<file path="config.mk">
export PLATFORM = sky130hd
export DESIGN_NAME = cfrs_readout_seq
export DESIGN_NICKNAME = d
export VERILOG_FILES = /design/src/cfrs_pkg.sv /design/src/cfrs_pix_if.sv /design/src/cfrs_pix_timer.sv /design/src/cfrs_readout_seq.sv
export SDC_FILE = /design/constraint.sdc
export NUM_CORES = 1
export LEC_CHECK = 0
export BUFFER_PORTS_ARGS = -buffer_cell sky130_fd_sc_hd__buf_2
export CAP_MARGIN = 20
export CORE_MARGIN = 2
export CORE_UTILIZATION = 45
export DETAILED_ROUTE_END_ITERATION = 10
export PLACE_DENSITY = 0.76
export SLEW_MARGIN = 20
export SYNTH_ARGS = -nofsm -noshare
export SYNTH_HDL_FRONTEND = slang
export SYNTH_SLANG_ARGS = --single-unit
</file>
<file path="constraint.sdc">
create_clock -name clk_sys -period 2.9 [get_ports clk_sys]
set_input_delay 0.58 -clock clk_sys [delete_from_list [all_inputs] [get_ports clk_sys]]
set_output_delay 0.58 -clock clk_sys [all_outputs]
set_load 0.05 [all_outputs]
</file>
<file path="src/cfrs_pkg.sv">
// Constants and types for the CCD frame readout sequencer
package cfrs_pkg;
   // Frame geometry, rows
   localparam logic [10:0] ROWS_LEAD_DARK = 11'd2;
   localparam logic [10:0] ROWS_PHOTO = 11'd1208;
   localparam logic [10:0] ROWS_TRAIL_DARK = 11'd4;
   localparam logic [10:0] ROWS_BUFFER = 11'd4;
   localparam logic [10:0] ROWS_IMAGE = 11'd1200;
   localparam logic [10:0] ROWS_TOTAL = 11'(ROWS_LEAD_DARK + ROWS_PHOTO + ROWS_TRAIL_DARK);
   localparam logic [10:0] ROW_LAST = 11'(ROWS_TOTAL - 11'd1);
   localparam logic [10:0] ROW_PHOTO_FIRST = ROWS_LEAD_DARK;
   localparam logic [10:0] ROW_PHOTO_END = 11'(ROWS_LEAD_DARK + ROWS_PHOTO);
   localparam logic [10:0] ROW_IMG_FIRST = 11'(ROWS_LEAD_DARK + ROWS_BUFFER);
   localparam logic [10:0] ROW_IMG_END = 11'(ROW_IMG_FIRST + ROWS_IMAGE);
   // Line geometry, pixels
   localparam logic [10:0] PIX_EMPTY = 11'd4;
   localparam logic [10:0] PIX_DARK = 11'd16;
   localparam logic [10:0] PIX_PHOTO_SINGLE = 11'd1608;
   localparam logic [10:0] PIX_PHOTO_DUAL = 11'd804;
   localparam logic [10:0] PIX_BUFFER = 11'd4;
   localparam logic [10:0] PIX_IMAGE_SINGLE = 11'd1600;
   localparam logic [10:0] PIX_IMAGE_DUAL = 11'd800;
   localparam logic [10:0] HREG_CELLS = 11'd1648;
   localparam logic [10:0] HREG_HALF = 11'd824;
   localparam logic [10:0] PIX_LINE_SINGLE = 11'(PIX_EMPTY + PIX_DARK + PIX_PHOTO_SINGLE + PIX_DARK);
   localparam logic [10:0] PIX_LINE_DUAL = 11'(PIX_EMPTY + PIX_DARK + PIX_PHOTO_DUAL);
   localparam logic [10:0] PIX_IMG_FIRST = 11'(PIX_EMPTY + PIX_DARK + PIX_BUFFER);
   localparam logic [10:0] PIX_IMG_END_SINGLE = 11'(PIX_IMG_FIRST + PIX_IMAGE_SINGLE);
   localparam logic [10:0] PIX_IMG_END_DUAL = 11'(PIX_IMG_FIRST + PIX_IMAGE_DUAL);
   localparam logic [10:0] PIX_RIGHT_BASE = 11'(PIX_IMG_END_SINGLE - 11'd1);
   localparam logic [10:0] PIX_DARKL_FIRST = 11'(PIX_EMPTY + 11'd1);
   localparam logic [10:0] PIX_DARKL_END = 11'(PIX_EMPTY + PIX_DARK - 11'd1);
   localparam logic [10:0] PIX_DARKR_FIRST = 11'(PIX_EMPTY + PIX_DARK + PIX_PHOTO_SINGLE + 11'd1);
   localparam logic [10:0] PIX_DARKR_END = 11'(PIX_LINE_SINGLE - 11'd1);
   // Timing
   localparam int CLK_PERIOD_NS = 5;
   localparam int T_VPULSE_NS = 2000;
   localparam int T_HD_NS = 1000;
   localparam int PIX_RATE_FAST_MHZ = 40;
   localparam int PIX_RATE_SLOW_MHZ = 20;
   localparam logic [11:0] VPULSE_CYC = 12'((T_VPULSE_NS + CLK_PERIOD_NS - 1) / CLK_PERIOD_NS);
   localparam logic [11:0] VXFER_CYC = 12'(2 * VPULSE_CYC);
   localparam logic [11:0] HD_CYC = 12'((T_HD_NS + CLK_PERIOD_NS - 1) / CLK_PERIOD_NS);
   localparam logic [3:0] PIX_CYC_FAST = 4'(1000 / (PIX_RATE_FAST_MHZ * CLK_PERIOD_NS));
   localparam logic [3:0] PIX_CYC_SLOW = 4'(1000 / (PIX_RATE_SLOW_MHZ * CLK_PERIOD_NS));
   typedef enum logic [1:0] {
      S_IDLE = 2'b00,
      S_VXFER = 2'b01,
      S_VHOLD = 2'b10,
      S_HSHIFT = 2'b11
   } cfrs_state_t;
endpackage

</file>
<file path="src/cfrs_pix_if.sv">
// Pixel timing link between sequencer and pixel timer
`timescale 1ns/1ps
`default_nettype none
interface cfrs_pix_if;
   logic run;
   logic slow;
   logic h_one;
   logic sample;
   logic reset_pulse;
   logic pix_end;
   modport timer (input run, input slow, output h_one, output sample, output reset_pulse, output pix_end);
   modport seq (output run, output slow, input h_one, input sample, input reset_pulse, input pix_end);
endinterface
`default_nettype wire

</file>
<file path="src/cfrs_pix_timer.sv">
// Per-pixel horizontal phase, sample and reset gate timer
`timescale 1ns/1ps
`default_nettype none
module cfrs_pix_timer
   import cfrs_pkg::*;
(
   input wire logic clk_sys,
   input wire logic rst_n,
   input wire logic clk_en,
   cfrs_pix_if.timer pif
);
   logic [3:0] cnt_r;
   logic [3:0] cnt_nxt;
   logic [3:0] period;
   logic h_one_r;
   logic sample_r;
   logic reset_r;

   assign period = pif.slow ? PIX_CYC_SLOW : PIX_CYC_FAST;
   assign pif.pix_end = pif.run && (cnt_r == 4'(period - 4'h1));
   assign pif.h_one = h_one_r;
   assign pif.sample = sample_r;
   assign pif.reset_pulse = reset_r;

   always_comb begin
      if (!pif.run || pif.pix_end) begin
         cnt_nxt = 4'h0;
      end else begin
         cnt_nxt = 4'(cnt_r + 4'h1);
      end
   end

   always_ff @(posedge clk_sys or negedge rst_n) begin
      if (!rst_n) begin
         cnt_r <= 4'h0;
      end else if (clk_en) begin
         cnt_r <= cnt_nxt;
      end
   end

   // Phase one idles high; each pixel is low for the first period/2 cycles (rounded down), then high; the first pixel of a line is low one cycle less
   always_ff @(posedge clk_sys or negedge rst_n) begin
      if (!rst_n) begin
         h_one_r <= 1'b1;
      end else if (clk_en) begin
         h_one_r <= !pif.run || (cnt_nxt >= (period >> 1));
      end
   end

   // Sample near pixel end, then reset gate in the final cycle
   always_ff @(posedge clk_sys or negedge rst_n) begin
      if (!rst_n) begin
         sample_r <= 1'b0;
         reset_r <= 1'b0;
      end else if (clk_en) begin
         sample_r <= pif.run && (cnt_nxt == 4'(period - 4'h2));
         reset_r <= pif.run && (cnt_nxt == 4'(period - 4'h1));
      end
   end
endmodule
`default_nettype wire

</file>
<file path="src/cfrs_readout_seq.sv">
// CCD frame readout sequencer: vertical, horizontal and qualifier timing
`timescale 1ns/1ps
`default_nettype none
module cfrs_readout_seq
   import cfrs_pkg::*;
(
   input wire logic clk_sys,
   input wire logic rst_n,
   input wire logic clk_en,
   input wire logic frame_start,
   input wire logic dual_mode,
   input wire logic full_range_slow,
   input wire logic discard_line,
   output logic vertical_phase_one,
   output logic vertical_phase_two,
   output logic line_discard_gate,
   output logic left_storage_phase_one,
   output logic left_storage_phase_two,
   output logic left_barrier_phase_one,
   output logic left_barrier_phase_two,
   output logic right_storage_phase_one,
   output logic right_storage_phase_two,
   output logic right_barrier_phase_one,
   output logic right_barrier_phase_two,
   output logic reset_gate_left,
   output logic reset_gate_right,
   output logic sample_strobe,
   output logic image_valid,
   output logic dark_ref_valid,
   output logic [10:0] row_index,
   output logic [10:0] pixel_index,
   output logic [10:0] image_col_left,
   output logic [10:0] image_col_right,
   output logic frame_busy,
   output logic frame_done
);
   cfrs_pix_if pif();
   cfrs_state_t state_r;
   cfrs_state_t state_nxt;
   logic [11:0] cnt_r;
   logic [10:0] row_r;
   logic [10:0] pix_r;
   logic [10:0] pix_last;
   logic dual_r;
   logic slow_r;
   logic discard_r;
   logic line_end;
   logic last_row;
   logic row_img;
   logic row_photo;
   logic pix_img;
   logic pix_dark;
   logic h1;
   logic v_one_r;
   logic v_two_r;
   logic discard_gate_r;
   logic h1_r;
   logic rb_one_r;
   logic rb_two_r;
   logic rg_left_r;
   logic rg_right_r;
   logic sample_r;
   logic img_r;
   logic dark_r;
   logic [10:0] row_out_r;
   logic [10:0] pix_out_r;
   logic [10:0] col_left_r;
   logic [10:0] col_right_r;
   logic busy_r;
   logic done_r;

   cfrs_pix_timer u_timer (
      .clk_sys(clk_sys),
      .rst_n(rst_n),
      .clk_en(clk_en),
      .pif(pif.timer)
   );

   assign pif.run = (state_r == S_HSHIFT);
   assign pif.slow = slow_r;
   assign pix_last = dual_r ? 11'(PIX_LINE_DUAL - 11'd1) : 11'(PIX_LINE_SINGLE - 11'd1);
   assign last_row = (row_r == ROW_LAST);

   // Line sequence: transfer, hold-off, horizontal shift
   always_comb begin
      state_nxt = state_r;
      line_end = 1'b0;
      case (state_r)
         S_IDLE: begin
            if (frame_start) begin
               state_nxt = S_VXFER;
            end
         end
         S_VXFER: begin
            if (cnt_r == 12'(VXFER_CYC - 12'h1)) begin
               state_nxt = S_VHOLD;
            end
         end
         S_VHOLD: begin
            if (cnt_r == 12'(HD_CYC - 12'h1)) begin
               if (discard_r) begin
                  line_end = 1'b1;
                  state_nxt = last_row ? S_IDLE : S_VXFER;
               end else begin
                  state_nxt = S_HSHIFT;
               end
            end
         end
         S_HSHIFT: begin
            if (pif.pix_end && (pix_r == pix_last)) begin
               line_end = 1'b1;
               state_nxt = last_row ? S_IDLE : S_VXFER;
            end
         end
         default: begin
            state_nxt = S_IDLE;
         end
      endcase
   end

   always_ff @(posedge clk_sys or negedge rst_n) begin
      if (!rst_n) begin
         state_r <= S_IDLE;
      end else if (clk_en) begin
         state_r <= state_nxt;
      end
   end

   always_ff @(posedge clk_sys or negedge rst_n) begin
      if (!rst_n) begin
         cnt_r <= 12'h0;
      end else if (clk_en) begin
         if (state_nxt != state_r) begin
            cnt_r <= 12'h0;
         end else begin
            cnt_r <= 12'(cnt_r + 12'h1);
         end
      end
   end

   // Mode and rate are static for a whole frame
   always_ff @(posedge clk_sys or negedge rst_n) begin
      if (!rst_n) begin
         dual_r <= 1'b0;
         slow_r <= 1'b0;
      end else if (clk_en && (state_r == S_IDLE) && frame_start) begin
         dual_r <= dual_mode;
         slow_r <= full_range_slow;
      end
   end

   always_ff @(posedge clk_sys or negedge rst_n) begin
      if (!rst_n) begin
         discard_r <= 1'b0;
      end else if (clk_en && (state_nxt == S_VXFER) && (state_r != S_VXFER)) begin
         discard_r <= discard_line;
      end
   end

   always_ff @(posedge clk_sys or negedge rst_n) begin
      if (!rst_n) begin
         row_r <= 11'h0;
      end else if (clk_en) begin
         if (state_r == S_IDLE) begin
            row_r <= 11'h0;
         end else if (line_end) begin
            row_r <= 11'(row_r + 11'd1);
         end
      end
   end

   always_ff @(posedge clk_sys or negedge rst_n) begin
      if (!rst_n) begin
         pix_r <= 11'h0;
      end else if (clk_en) begin
         if (state_r != S_HSHIFT) begin
            pix_r <= 11'h0;
         end else if (pif.pix_end) begin
            pix_r <= 11'(pix_r + 11'd1);
         end
      end
   end

   // Vertical pair: phase one then phase two, never while shifting
   always_ff @(posedge clk_sys or negedge rst_n) begin
      if (!rst_n) begin
         v_one_r <= 1'b0;
         v_two_r <= 1'b0;
         discard_gate_r <= 1'b0;
      end else if (clk_en) begin
         v_one_r <= (state_r == S_VXFER) && (cnt_r < VPULSE_CYC);
         v_two_r <= (state_r == S_VXFER) && (cnt_r >= VPULSE_CYC);
         discard_gate_r <= (state_r == S_VXFER) && discard_r;
      end
   end

   // All horizontal gates switch on the same edge
   // Parked high outside shifting, so the last pixel leaves no low glitch
   assign h1 = pif.h_one || (state_r != S_HSHIFT);
   always_ff @(posedge clk_sys or negedge rst_n) begin
      if (!rst_n) begin
         h1_r <= 1'b1;
         rb_one_r <= 1'b0;
         rb_two_r <= 1'b1;
      end else if (clk_en) begin
         h1_r <= h1;
         rb_one_r <= dual_r ? h1 : !h1;
         rb_two_r <= dual_r ? !h1 : h1;
      end
   end

   // Pixel qualifiers
   assign row_img = (row_r >= ROW_IMG_FIRST) && (row_r < ROW_IMG_END);
   assign row_photo = (row_r >= ROW_PHOTO_FIRST) && (row_r < ROW_PHOTO_END);
   assign pix_img = (pix_r >= PIX_IMG_FIRST) && (pix_r < (dual_r ? PIX_IMG_END_DUAL : PIX_IMG_END_SINGLE));
   assign pix_dark = ((pix_r >= PIX_DARKL_FIRST) && (pix_r < PIX_DARKL_END)) ||
                     (!dual_r && (pix_r >= PIX_DARKR_FIRST) && (pix_r < PIX_DARKR_END));

   always_ff @(posedge clk_sys or negedge rst_n) begin
      if (!rst_n) begin
         sample_r <= 1'b0;
         img_r <= 1'b0;
         dark_r <= 1'b0;
         rg_left_r <= 1'b0;
         rg_right_r <= 1'b0;
      end else if (clk_en) begin
         sample_r <= pif.sample;
         img_r <= pif.sample && row_img && pix_img;
         dark_r <= pif.sample && row_photo && pix_dark;
         rg_left_r <= pif.reset_pulse;
         rg_right_r <= pif.reset_pulse && dual_r;
      end
   end

   // Line buffer columns: right output lands mirrored after the left half
   always_ff @(posedge clk_sys or negedge rst_n) begin
      if (!rst_n) begin
         row_out_r <= 11'h0;
         pix_out_r <= 11'h0;
         col_left_r <= 11'h0;
         col_right_r <= 11'h0;
      end else if (clk_en && pif.sample) begin
         row_out_r <= row_r;
         pix_out_r <= pix_r;
         col_left_r <= 11'(pix_r - PIX_IMG_FIRST);
         col_right_r <= 11'(PIX_RIGHT_BASE - pix_r);
      end
   end

   always_ff @(posedge clk_sys or negedge rst_n) begin
      if (!rst_n) begin
         busy_r <= 1'b0;
         done_r <= 1'b0;
      end else if (clk_en) begin
         busy_r <= (state_nxt != S_IDLE);
         done_r <= line_end && last_row;
      end
   end

   assign vertical_phase_one = v_one_r;
   assign vertical_phase_two = v_two_r;
   assign line_discard_gate = discard_gate_r;
   assign left_storage_phase_one = h1_r;
   assign left_storage_phase_two = !h1_r;
   assign left_barrier_phase_one = h1_r;
   assign left_barrier_phase_two = !h1_r;
   assign right_storage_phase_one = h1_r;
   assign right_storage_phase_two = !h1_r;
   assign right_barrier_phase_one = rb_one_r;
   assign right_barrier_phase_two = rb_two_r;
   assign reset_gate_left = rg_left_r;
   assign reset_gate_right = rg_right_r;
   assign sample_strobe = sample_r;
   assign image_valid = img_r;
   assign dark_ref_valid = dark_r;
   assign row_index = row_out_r;
   assign pixel_index = pix_out_r;
   assign image_col_left = col_left_r;
   assign image_col_right = col_right_r;
   assign frame_busy = busy_r;
   assign frame_done = done_r;

   // Cycles since vertical phase two fell, for hold-off checking
   logic v_two_d_r;
   logic [11:0] since_v_r;
   always_ff @(posedge clk_sys or negedge rst_n) begin
      if (!rst_n) begin
         v_two_d_r <= 1'b0;
         since_v_r <= 12'h0;
      end else if (clk_en) begin
         v_two_d_r <= v_two_r;
         if (v_two_d_r && !v_two_r) begin
            since_v_r <= 12'h1;
         end else if (since_v_r != 12'hfff) begin
            since_v_r <= 12'(since_v_r + 12'h1);
         end
      end
   end
endmodule
`default_nettype wire

</file>
Word level (Yosys, flattened, before mapping)
Cells that the tools add are included.
{"block": "totals", "out_inout_bits": 62, "in_bits": 7, "register_bits": 103}
{"block": "classes", "n_eq_ne": 14, "magnitude_cmp": 13, "n_mux": 22, "reduce_logical": 38, "add_sub_neg": 8}
{"op": "11-bit 2-to-1 mux", "n": 6}
{"op": "11-bit less-than comparator, second input constant", "n": 3}
{"op": "1-bit logical AND", "n": 24}
{"op": "11-bit by 1-bit adder with 11-bit output, second input constant", "n": 2}
{"op": "11-bit by 3-bit >= comparator with 1-bit output, second input constant", "n": 2}
{"op": "12-bit by 1-bit adder with 12-bit output, second input constant", "n": 1}
{"op": "12-bit by 10-bit == test with 1-bit output, second input constant", "n": 1}
{"op": "12-bit by 8-bit == test with 1-bit output, second input constant", "n": 1}
{"op": "4-bit == test", "n": 3}
{"op": "12-bit by 9-bit >= comparator with 1-bit output, second input constant", "n": 1}
{"op": "12-bit by 9-bit less-than comparator with 1-bit output, second input constant", "n": 1}
{"op": "12-bit 2-to-1 mux", "n": 1}
{"op": "11-bit == test", "n": 1}
{"op": "11-bit == test, second input constant", "n": 1}
{"op": "11-bit >= comparator, second input constant", "n": 1}
{"op": "11-bit by 2-bit >= comparator with 1-bit output, second input constant", "n": 1}
{"op": "11-bit by 5-bit >= comparator with 1-bit output, second input constant", "n": 1}
{"op": "11-bit less-than comparator", "n": 1}
{"op": "11-bit by 5-bit less-than comparator with 1-bit output, second input constant", "n": 1}
{"op": "11-bit subtractor, first input constant", "n": 1}
{"op": "11-bit by 5-bit subtractor with 11-bit output, second input constant", "n": 1}
{"op": "2-bit 2-to-1 mux", "n": 5}
{"op": "4-bit 2-to-1 mux", "n": 2}
{"op": "2-bit one-hot mux with 4 select lines", "n": 1}
{"op": "other kinds (16)", "n": 32}

Longest topological paths before layout
Gate-level depths: netlist of run 1.
{"block": "logic_depth", "depth_word": 10, "ltp_mapped": 10, "depth_no_buf": 8}

Modules after synthesis
From an unflattened synthesis of run 1, not the netlist that was laid out.
{"block": "unflattened", "hier_cells": 552, "area_unflattened_um2": 5402.7}
{"module": "cfrs_readout_seq", "seq_area_each_um2": 2304.7, "area_each_um2": 4825.9, "instances": 1, "cells_per_inst": 495}
{"module": "cfrs_pix_timer", "seq_area_each_um2": 176.4, "area_each_um2": 576.8, "instances": 1, "cells_per_inst": 57}

Least setup slack after synthesis of run 1
OpenSTA, ideal clock, no wires.
{"block": "synth_path", "path_type": "reg2reg", "start": "reg u_timer.cnt_r[0]", "end": "reg u_timer.h_one_r (netlist: u_timer.pif.h_one)", "path_slack_ns": 0.437, "path_stages_with_launch": 9, "arrival_time_ns": 2.371, "n_path_buf": 0, "setup_time_ns": 0.092, "synth_period_minus_slack_ns": 2.463, "required_time_ns": 2.808, "path_cell_list": "dfrtp_1 -> or4b_4 -> a21oi_2 -> nor2_1 -> and2_1 -> ha_1 -> a21o_1 -> a2111oi_0 -> a21oi_1"}
{"block": "synth_between", "elab_chain_cells": 6, "word_cells_on_any_way": 7, "cone_classes": "1 x add/sub; 1 x order compare; 1 x eq/ne; 1 x mux; 3 x reduce/logical"}
{"item": "start: declaration", "line_no": "cfrs_pix_timer.sv:12", "source": "logic [3:0] cnt_r;"}
{"item": "start signal: assignment", "line_no": "cfrs_pix_timer.sv:37", "source": "cnt_r <= cnt_nxt;"}
{"item": "branches (longest 3 deep; another with 4-bit by 1-bit adder with 4-bit output)"}
{"item": "4-bit 2-to-1 mux (*)", "line_no": "cfrs_pix_timer.sv:26", "source": "if (!pif.run || pif.pix_end) begin"}
{"item": "net u_timer.cnt_nxt[1]", "line_no": "cfrs_pix_timer.sv:13", "source": "logic [3:0] cnt_nxt;"}
{"item": "4-bit by 3-bit >= comparator with 1-bit output (*)", "line_no": "cfrs_pix_timer.sv:46", "source": "h_one_r <= !pif.run || (cnt_nxt >= (period >> 1));"}
{"item": "1-bit logical OR (*)", "line_no": "cfrs_pix_timer.sv:46"}
{"item": "end signal: assignment", "line_no": "cfrs_pix_timer.sv:46"}
{"item": "end: declaration", "line_no": "cfrs_pix_timer.sv:15", "source": "logic h_one_r;"}
Mark *: on every way through the listed nets, which the timed path passes.
A chain may end at the register's enable or synchronous reset.

Worst setup path in the final report of run 1
{"block": "layout_path", "start": "reg dual_r", "end": "reg row_r[8]"}
{"block": "layout_between", "elab_chain_cells": 7}
{"item": "start: declaration", "line_no": "cfrs_readout_seq.sv:44", "source": "logic dual_r;"}
{"item": "start signal: assignment", "line_no": "cfrs_readout_seq.sv:147", "source": "dual_r <= dual_mode;"}
{"item": "11-bit 2-to-1 mux", "line_no": "cfrs_readout_seq.sv:81", "source": "assign pix_last = dual_r ? 11'(PIX_LINE_DUAL - 11'd1) : 11'(PIX_LINE_SINGLE - 11'd1);"}
{"item": "11-bit == test", "line_no": "cfrs_readout_seq.sv:110", "source": "if (pif.pix_end && (pix_r == pix_last)) begin"}
{"item": "1-bit logical AND", "line_no": "cfrs_readout_seq.sv:110"}
{"item": "1-bit 2-to-1 mux", "line_no": "cfrs_readout_seq.sv:110"}
{"item": "1-bit one-hot mux with 2 select lines", "line_no": "cfrs_readout_seq.sv:88", "source": "case (state_r)"}
{"item": "2-bit nonzero test (no line)"}
{"item": "2-bit AND reduction (no line)"}
{"item": "end signal: assignment", "line_no": "cfrs_readout_seq.sv:167", "source": "row_r <= 11'(row_r + 11'd1);"}
{"item": "end: declaration", "line_no": "cfrs_readout_seq.sv:41", "source": "logic [10:0] row_r;"}
Every way passes these cells.

==> reports/results.txt, run 1 <==
For this run, the register share of the synthesized area comes to 46.40%. In this run the critical register-to-register path is captured at row_r[8]. The H-tree level count is 3. In this run, flip-flops and latches consume 37.9% of the power. Floorplan die width: 113.0 um. The first-pass GRT wire length was 19,450 um.

For this block, the initial DRC count from the detailed router was 310. The fraction of registers with async set/reset came out at 100.0%. The most frequently used cell type in the post-synthesis netlist was dfrtp_1.

The global-route usage over all layers is 18.85%, and the antenna diode instance count is 0. The shortest clock period the worst path allows after layout was 2.618 ns. In this run the critical register-to-register path is launched from dual_r. The number of clock buffers inserted by TritonCTS is 9. By count the netlist is led by 96 x dfrtp_1, 63 x nand2_1, 42 x o21ai_0, 36 x nor2_1, 24 x inv_1.

Once detail routing completed, the nets flagged for antenna violations numbered 0. Combinational logic burns 35.7% of the power. The run gives 744 as the final non-filler cell total.

On the final layout, the worst clock skew is 0.006989 ns. Net switching is 40.94% of the power. TritonCTS built the clock tree. For this design the static power due to leakage is 2.977 nW.

Summing over every cut layer, the via total after detailed routing is 4,118. The die span in y works out to 113.0 um. The transition time at the pin with the least slew margin came out at 0.9193 ns. In this run the count of I/O pins placed on the die edge is 69. Data on the critical path is required at its endpoint by 3.18 ns. The net count of the finished layout is 625. Once the floorplan was initialized, standard cells occupied 46.44% of the core.

The root buffer cell chosen for the clock tree is clkbuf_16. The tools report the max-capacitance violation count as 0. The worst setup path is captured at a flop. Among all stages on the critical path, the largest delay is contributed by dfrtp_1. For the final weighted congestion of routability-driven global placement, the log shows 0.9000. The post-CTS resize count was 0. Summed over its instances, the top area cell type makes up 44.92% of the synthesized netlist area. Post-synthesis cell type with the largest combined area: dfrtp_1. Data arrives at the worst endpoint at 2.90 ns.

The simple-gate share of the synthesized area was 19.21%. The run finished, with violations left. The clock passes through at most 2 buffers. The number of nets in the synthesized netlist is 567. The final routed wirelength across all metal layers is 11,530 um.

The via count of the first global-routing pass came out at 4,027. Clock-pin slew was measured on the worst setup and hold paths at 0.07 ns. The critical path goes through inv_1 -> ha_1 -> nand4b_1 -> or2_2 -> o31ai_4 -> nand4_4 -> or3_1 -> a21oi_1. Ranked by total cell area, the synthesized netlist is headed by dfrtp_1 45%, ha_1 5.1%, nand2_1 4.4%. Summed over all failing endpoints, the final setup total negative slack is 0 ns. The run gives 0 as the number of failing hold endpoints at the final stage.

The headroom to the max-slew limit came out at 38.71%. For this run the aggregate overflow at the end of global routing stands at 0. The peak fanout along the critical path is 9, and the standard-cell row count is 39. The internal power of the cells totals 0.003117 W. The number of buffers added for setup after CTS was 0; the netlist area before placement was 0.005348 mm2.

For the hold-fix buffer count after cts, the log shows 0. The number of placed instances, taps included, is 728. The detail-routed via count per cell came out at 5.535.

Setup repair after global routing left no endpoint under its margin. Counting flops and latches in the post-synthesis netlist gives 99. Total power for the finished layout comes to 0.005277 W.

Dividing total power by cell area gives a power density of 858.2 mW/mm2. In this run the worst hold path is classified as primary input to asynchronous set/reset pin. The part of the cycle the worst path needs was 90.29%; the total buffers and inverters traversed by the critical path was 1. For the worst flop-to-flop path, the logic depth is 8.

The number of optimization iterations in the first detailed-route pass was 7. The type of origin of the critical path was a flop. The run gives 0 as the number of pins exceeding their max-slew limit in the final report. The tools report the number of unique standard cell types used by synthesis as 66.

The checks that failed: DRC. The run gives 26.5% as the share of power burned in the clock network. The synthesized area per cell was 9.940 um2; the number of cells produced by synthesis was 538. In the synthesized netlist the dominant register cell turns out to be dfrtp_1. The cell type group with the largest total delay on the critical path is simple AND/OR/NAND/NOR gates. The clock latency on the worst-skew pair was 0.35 ns; the stage delay of the slowest cell on the critical path was 0.50 ns.

Summed over all nets, the switching power comes to 0.002160 W. Dividing the detail-routed wire length by the instance count gives 15.49 um. After synthesis, the share of cell area in mux cells is 4.586%. Based on the critical path, the design can be clocked at up to 381.9 MHz.

Post-synthesis adder-cell area fraction: 5.147%. The setup slack of the most critical reg-to-reg path was 0.28 ns; the area added between synthesis and finish was 14.97%. The post-synthesis share of cell area spent on xor and xnor gates works out to 4.913%.

The number of I/O port buffers is 68. The area of the die was 0.01277 mm2. In the final layout, the share of cells above drive strength 1 is 23.46%. The critical setup path kind was flop to flop.

For the number of sinks driven by the clock tree, the log shows 99. The compound-gate portion of the synthesized area is 14.48%. The largest family of logic cells by synthesized area is simple AND/OR/NAND/NOR gates.

The core region is 0.01152 mm2. Total DRC errors in the routed layout: 9. The largest net degree at the start of global routing came out at 75. Counting flops with a built-in enable in the synthesized netlist gives 0. For the total number of yosys warnings, the log shows 0. For the initial antenna violation count, the log shows 0. The tools report the worst IR drop on VDD as 416.5 uV. Detailed placement finished with a half-perimeter wire length of 8343 um. Setup violations remaining at the end of the flow were counted as 0.
[layer usage]
metal / share of wire [%] / wire length, um / track usage (%) / up-vias
li1: - / - / - / 2021
met1: 45 / 5152 / 24.97 / 1977
met2: 49 / 5595 / 29.78 / 106
met3: 5.1 / 586 / 5.570 / 14
met4: 1.7 / 193 / 6.341 / 0
met5: 0 / 0 / 0 / -
[state kept, by name (all words and copies together), names as in the netlist, 2 cells and up]
signal / flops
row_index: 11
u_timer.cnt_r: 4
cnt_r: 12
row_r: 11
image_col_right: 10
pixel_index: 11
state_r: 2
image_col_left: 8
pix_r: 11
[kinds of logic after synthesis]
| logic type | after synthesis |
|---|---|
| DFF | 99 |
| adders and majority gates | 22 |
| xor gates and xnor gates | 30 |
| and+or+nand+nor | 198 |
| muxes | 22 |
| AOI/OAI and AO/OA | 108 |
| buffers and inverters | 59 |
[cell type report]
cell class,count,area [um2]
Multi-Input combinational cell,380,2587
Tap cell,143,178.9
Timing Repair Buffer,82,460.4
Clock inverter,6,111.4
Sequential cell,99,2481
Fill cell,1004,5368
Clock buffer,10,239.0
Inverter,24,90.09
[worst reg2reg max path, cell delays in order, from the launching register on]
cell,delay [ns]
dfrtp_1,0.50
inv_1,0.14
ha_1,0.31
nand4b_1,0.13
or2_2,0.37
o31ai_4,0.42
nand4_4,0.19
or3_1,0.35
a21oi_1,0.15
[per-stage QoR]
stage                     instance area, um2  util [%]  hold WS (ns)  setup WS, ns
after CTS                               6148     53.39        0.4008        0.2807
after floorplan                         5348         -        0.2844        0.4367
after global routing                    6148     53.39        0.4421        0.1186
after detailed placement                5798     50.35        0.4648        0.3153
final                                   6148     53.39        0.3711        0.2816
after global placement                  5798     50.35        0.4562        0.3508
[placed cells by master, fill, tap and decap left out, types with 6 or more instances in the layout]
master and count:
a21oi_1 18, and3_1 6, buf_2 67, buf_4 14, clkbuf_16 9, dfrtp_1 96
ha_1 22, inv_1 24, mux2_2 19, nand2_1 62, nand3_1 21, nand4_1 14
nor2_1 36, nor3_1 12, nor4_1 6, o21ai_0 42, o2bb2ai_1 6, or3_1 8
xnor2_1 17, xor2_1 13
[power by group through the flow]
| stage | logic [W] | registers (W) | clock network [W] |
|---|---|---|---|
| 4_1_cts | 0.00189 | 0.00200 | 0.00143 |
| 3_5_place_dp | 0.00189 | 0.00203 | 0 |
| 3_3_place_gp | 0.00186 | 0.00200 | 0 |
| 6_report | 0.00188 | 0.00200 | 0.00140 |
| 5_1_grt | 0.00207 | 0.00205 | 0.00148 |
| 2_1_floorplan | 0.00100 | 0.00245 | 0 |
[how the worst max path moves through the flow]
stage	end	startpoint	depth (start not counted)	slack [ns]
floorplan	u_timer.pif.h_one	u_timer.cnt_r[0]	8	0.44
global placement	row_r[10]	u_timer.cnt_r[0]	6	0.35
detailed placement	row_r[8]	dual_r	8	0.32
CTS	row_r[8]	dual_r	8	0.28
global route	row_r[8]	dual_r	8	0.12
finish	row_r[8]	dual_r	8	0.28
Power figures use the tool's default switching activity.
==> run 2, diff against run 1 <==
Settings changed: ABC_AREA set to 1, ABC_CLOCK_PERIOD_IN_PS set to 2900, PLACE_DENSITY 0.76 to 0.75.
==> reports/results.txt, run 2 <==
For the worst hold-check slack, the log shows 0.1688 ns (-0.2023 ns). The number of sinks driven by the clock tree was 99 (unchanged). The tools report the number of cells produced by synthesis as 680 (+26%).

The number of setup violations in the final report is 0 (unchanged), and the number of unique standard cell types used by synthesis is 41 (-38%). For the worst IR drop on VDD, the log shows 539.0 uV (+29%). The share of cells above drive strength 1 was 16.69% (-6.8 points). In this run the clock root is driven by a clkbuf_16. Post-synthesis cell type with the largest combined area: dfrtp_1. For the DRC marker count from the first detailed-route iteration, the log shows 382 (+23%). The number of flip-flops under the largest register name is 12 (unchanged), and the area of the die is 0.01314 mm2 (+2.9%).

The run gives 0 (unchanged) as the antenna diode instance count. The run gives 761 (+22%) as the net count reported at finish. STA classifies the critical path endpoint as a flop. The tools report the remaining antenna violation count as 0 (unchanged). The commonest register cell after synthesis was dfrtp_1. TritonCTS built the clock tree.

The cell leakage power is 3.072 nW (+3.2%). Leaving out fill and tap cells, the most frequent cells in the layout are 165 x nand2_1, 96 x dfrtp_1, 72 x nor2_1. The overall power was 0.004772 W (-9.6%).

The number of enable-type register cells in the synthesized netlist came out at 0 (unchanged). The part of the Yosys area used for sequential elements is 45.04% (-1.4 points), and the core region area is 0.01196 mm2 (+3.9%). The initial standard-cell utilization of the core was 46.06% (-0.38 points). The run finished with clean final reports. The transition time at the pin with the least slew margin works out to 0.5493 ns (-0.3700 ns). The logs give 21,380 um (+9.9%) for the first-pass GRT wire length and 0 (unchanged) for the post-CTS resize count.

The top register by number of flip-flops was cnt_r. STA classifies the critical path startpoint as a flop. The tools report the net count after synthesis as 709 (+25%). Critical setup path kind: flop to flop. Largest net degree at the start of global routing: 63 (-16%). The area growth from synthesis to layout is 11.86%. The max-capacitance violation count is 0 (unchanged), and the register clock-pin slew on the reported worst setup and hold paths is 0.07 ns (about the same). The peak fanout along the critical path came out at 12 (+3).

The total via count after detailed routing was 4,754 (+15%). Setup slack of the most critical reg-to-reg path: 0.77 ns (+0.49 ns). By area the synthesized netlist is led by dfrtp_1 44%, nand2_1 11%, ha_1 5.0%. The number of storage elements in the synthesis netlist came out at 99 (unchanged). For the global-route usage over all layers, the log shows 20.53% (+1.7 points). Post-detailed-route wirelength per cell: 14.46 um (-6.7%). The fraction of registers with async set/reset was 100.0% (unchanged).

The headroom to the max-slew limit is 63.38% (+25 points). For the number of buffers added for setup after CTS, the log shows 0 (unchanged). Endpoint required time on the critical path: 3.16 ns (-0.02 ns). The number of pins exceeding their max-slew limit in the final report was 0 (unchanged).

The share of Yosys cell area claimed by the top area cell type was 43.61% (-1.3 points); the number of failing hold endpoints at the final stage was 0 (unchanged). For the boundary pin count, the log shows 69 (unchanged). By count the netlist is led by 166 x nand2_1, 96 x dfrtp_1, 72 x nor2_1, 64 x inv_1, 45 x o21ai_0.

The setup TNS is 0 ns (unchanged), and the data arrival at the endpoint of the critical path is 2.39 ns (-0.51 ns). The number of I/O port buffers works out to 68 (unchanged). Length in cells of the worst reg-to-reg path: 10 (+2). The via count of the first global-routing pass is 4,394 (+9.1%).

In the post-synthesis netlist, the cell with the most instances is nand2_1. The tools report the standard-cell row count as 40 (+2.6%). The final routed wirelength across all metal layers is 12,780 um (+11%), and the synthesized area per cell is 8.102 um2 (-18%). The placed wire-length estimate after detailed placement came out at 9245 um (+11%).

The total DRC errors in the routed layout is 0 (-9). The worst clock skew came out at 0.01090 ns (+0.003909 ns). The number of inserted filler cells in the final layout was 1,162 (+16%). The tools report the hold-fix buffer count after cts as 0 (unchanged). Most common cell after layout, fill and taps aside: nand2_1. The initial antenna violation count is 0 (unchanged), and the global-route congestion overflow total is 0 (unchanged).

The shortest clock period the worst path allows after layout is 2.128 ns (-0.4905 ns). For the number of clock buffers inserted by TritonCTS, the log shows 9 (unchanged). The part of the cycle the worst path needs is 73.37% (-17 points), and the detail-routed via count per cell is 5.378 (-2.8%). Type of the worst min-delay path: primary input to asynchronous set/reset pin. Cell area power density: 774.4 mW/mm2 (-9.8%).

The maximum operating frequency came out at 470.0 MHz (+23%). The tools report the H-tree level count as 3 (unchanged). The floorplan die width was 114.6 um (+1.4%); the die span in y was 114.6 um (+1.4%). Setup repair after global routing left no endpoint under its margin.

The netlist area before placement is 0.005509 mm2 (+3.0%), and the final weighted congestion of routability-driven global placement is 0.9774 (+8.6%). For the clock latency on the worst-skew pair, the log shows 0.36 ns (about the same). The total number of yosys warnings came out at 0 (unchanged). Deepest clock path buffer count: 2 (unchanged).

For the number of optimization iterations in the first detailed-route pass, the log shows 5 (-2).
## run 2: cell count changes after synthesis, moves of 9 or more
cell      delta
clkbuf_1     -9
nand3_1     +19
xor2_1       +9
nor2_1      +36
mux2_2      -19
nand2_1    +103
xnor2_1     -17
inv_1       +40
a21oi_2      +9
buf_2        +9
## run 2: final timing paths
kind	endpoint	start
max in group asynchronous	cnt_r[0]	rst_n
min in group clk_sys	right_barrier_phase_two	right_barrier_phase_two
max	cnt_r[0]	dual_r
min	row_r[7]	rst_n
max reg2reg	cnt_r[0]	dual_r
min reg2reg	right_barrier_phase_two	right_barrier_phase_two
## run 2: area by class of cell
cell class	instances	area, um2	area share [%]
Multi-Input combinational cell	479	2561	41.56
Sequential cell	99	2481	40.26
Timing Repair Buffer	75	395.4	6.416
Inverter	68	255.2	4.142
Clock buffer	11	242.7	3.939
Tap cell	147	183.9	2.985
Clock inverter	5	42.54	0.6904
## run 2: where the power goes
| part | switching (W) | internal (W) | leakage [nW] |
|---|---|---|---|
| clock | 0.000539 | 0.000616 | 0.137 |
| combinational | 0.00132 | 0.000423 | 1.62 |
| sequential | 0.000219 | 0.00166 | 1.31 |
## run 2: critical path: stages, from the launching register on
cell and delay, ns:
dfrtp_1 0.42, inv_1 0.16, ha_1 0.33, nand4_1 0.14, nor2_2 0.16, nand3_2 0.11
nand2_1 0.11, nand3_2 0.10, nand3_2 0.08, nand2_2 0.20, o21ai_0 0.22
## run 2: metrics by stage
| stage | cell area, um2 | instances | utilization, % | setup slack [ns] |
|---|---|---|---|---|
| after global placement | 5877 | 868 | 49.13 | 0.8621 |
| after floorplan | 5509 | 680 | - | 1.042 |
| after detailed placement | 5877 | 868 | 49.13 | 0.8041 |
| after CTS | 6162 | 884 | 51.52 | 0.7785 |
| after global routing | 6162 | 884 | 51.52 | 0.5502 |
| final | 6162 | 884 | 51.52 | 0.7722 |
## run 2: cells by family after synthesis
logic type / Yosys count / synth area share (%)
flops: 99 / 45.04
buf+inv: 102 / 8.517
xor+xnor: 22 / 3.498
simple gates: 332 / 26.19
fa+ha+maj: 22 / 4.997
compound gates: 103 / 11.77
## run 2: metal layers
metal  global-route usage [%]  wire length, um
met3                    5.241              901
met2                    31.44             5697
met4                    5.854              139
met5                        0                0
met1                    28.89             6044
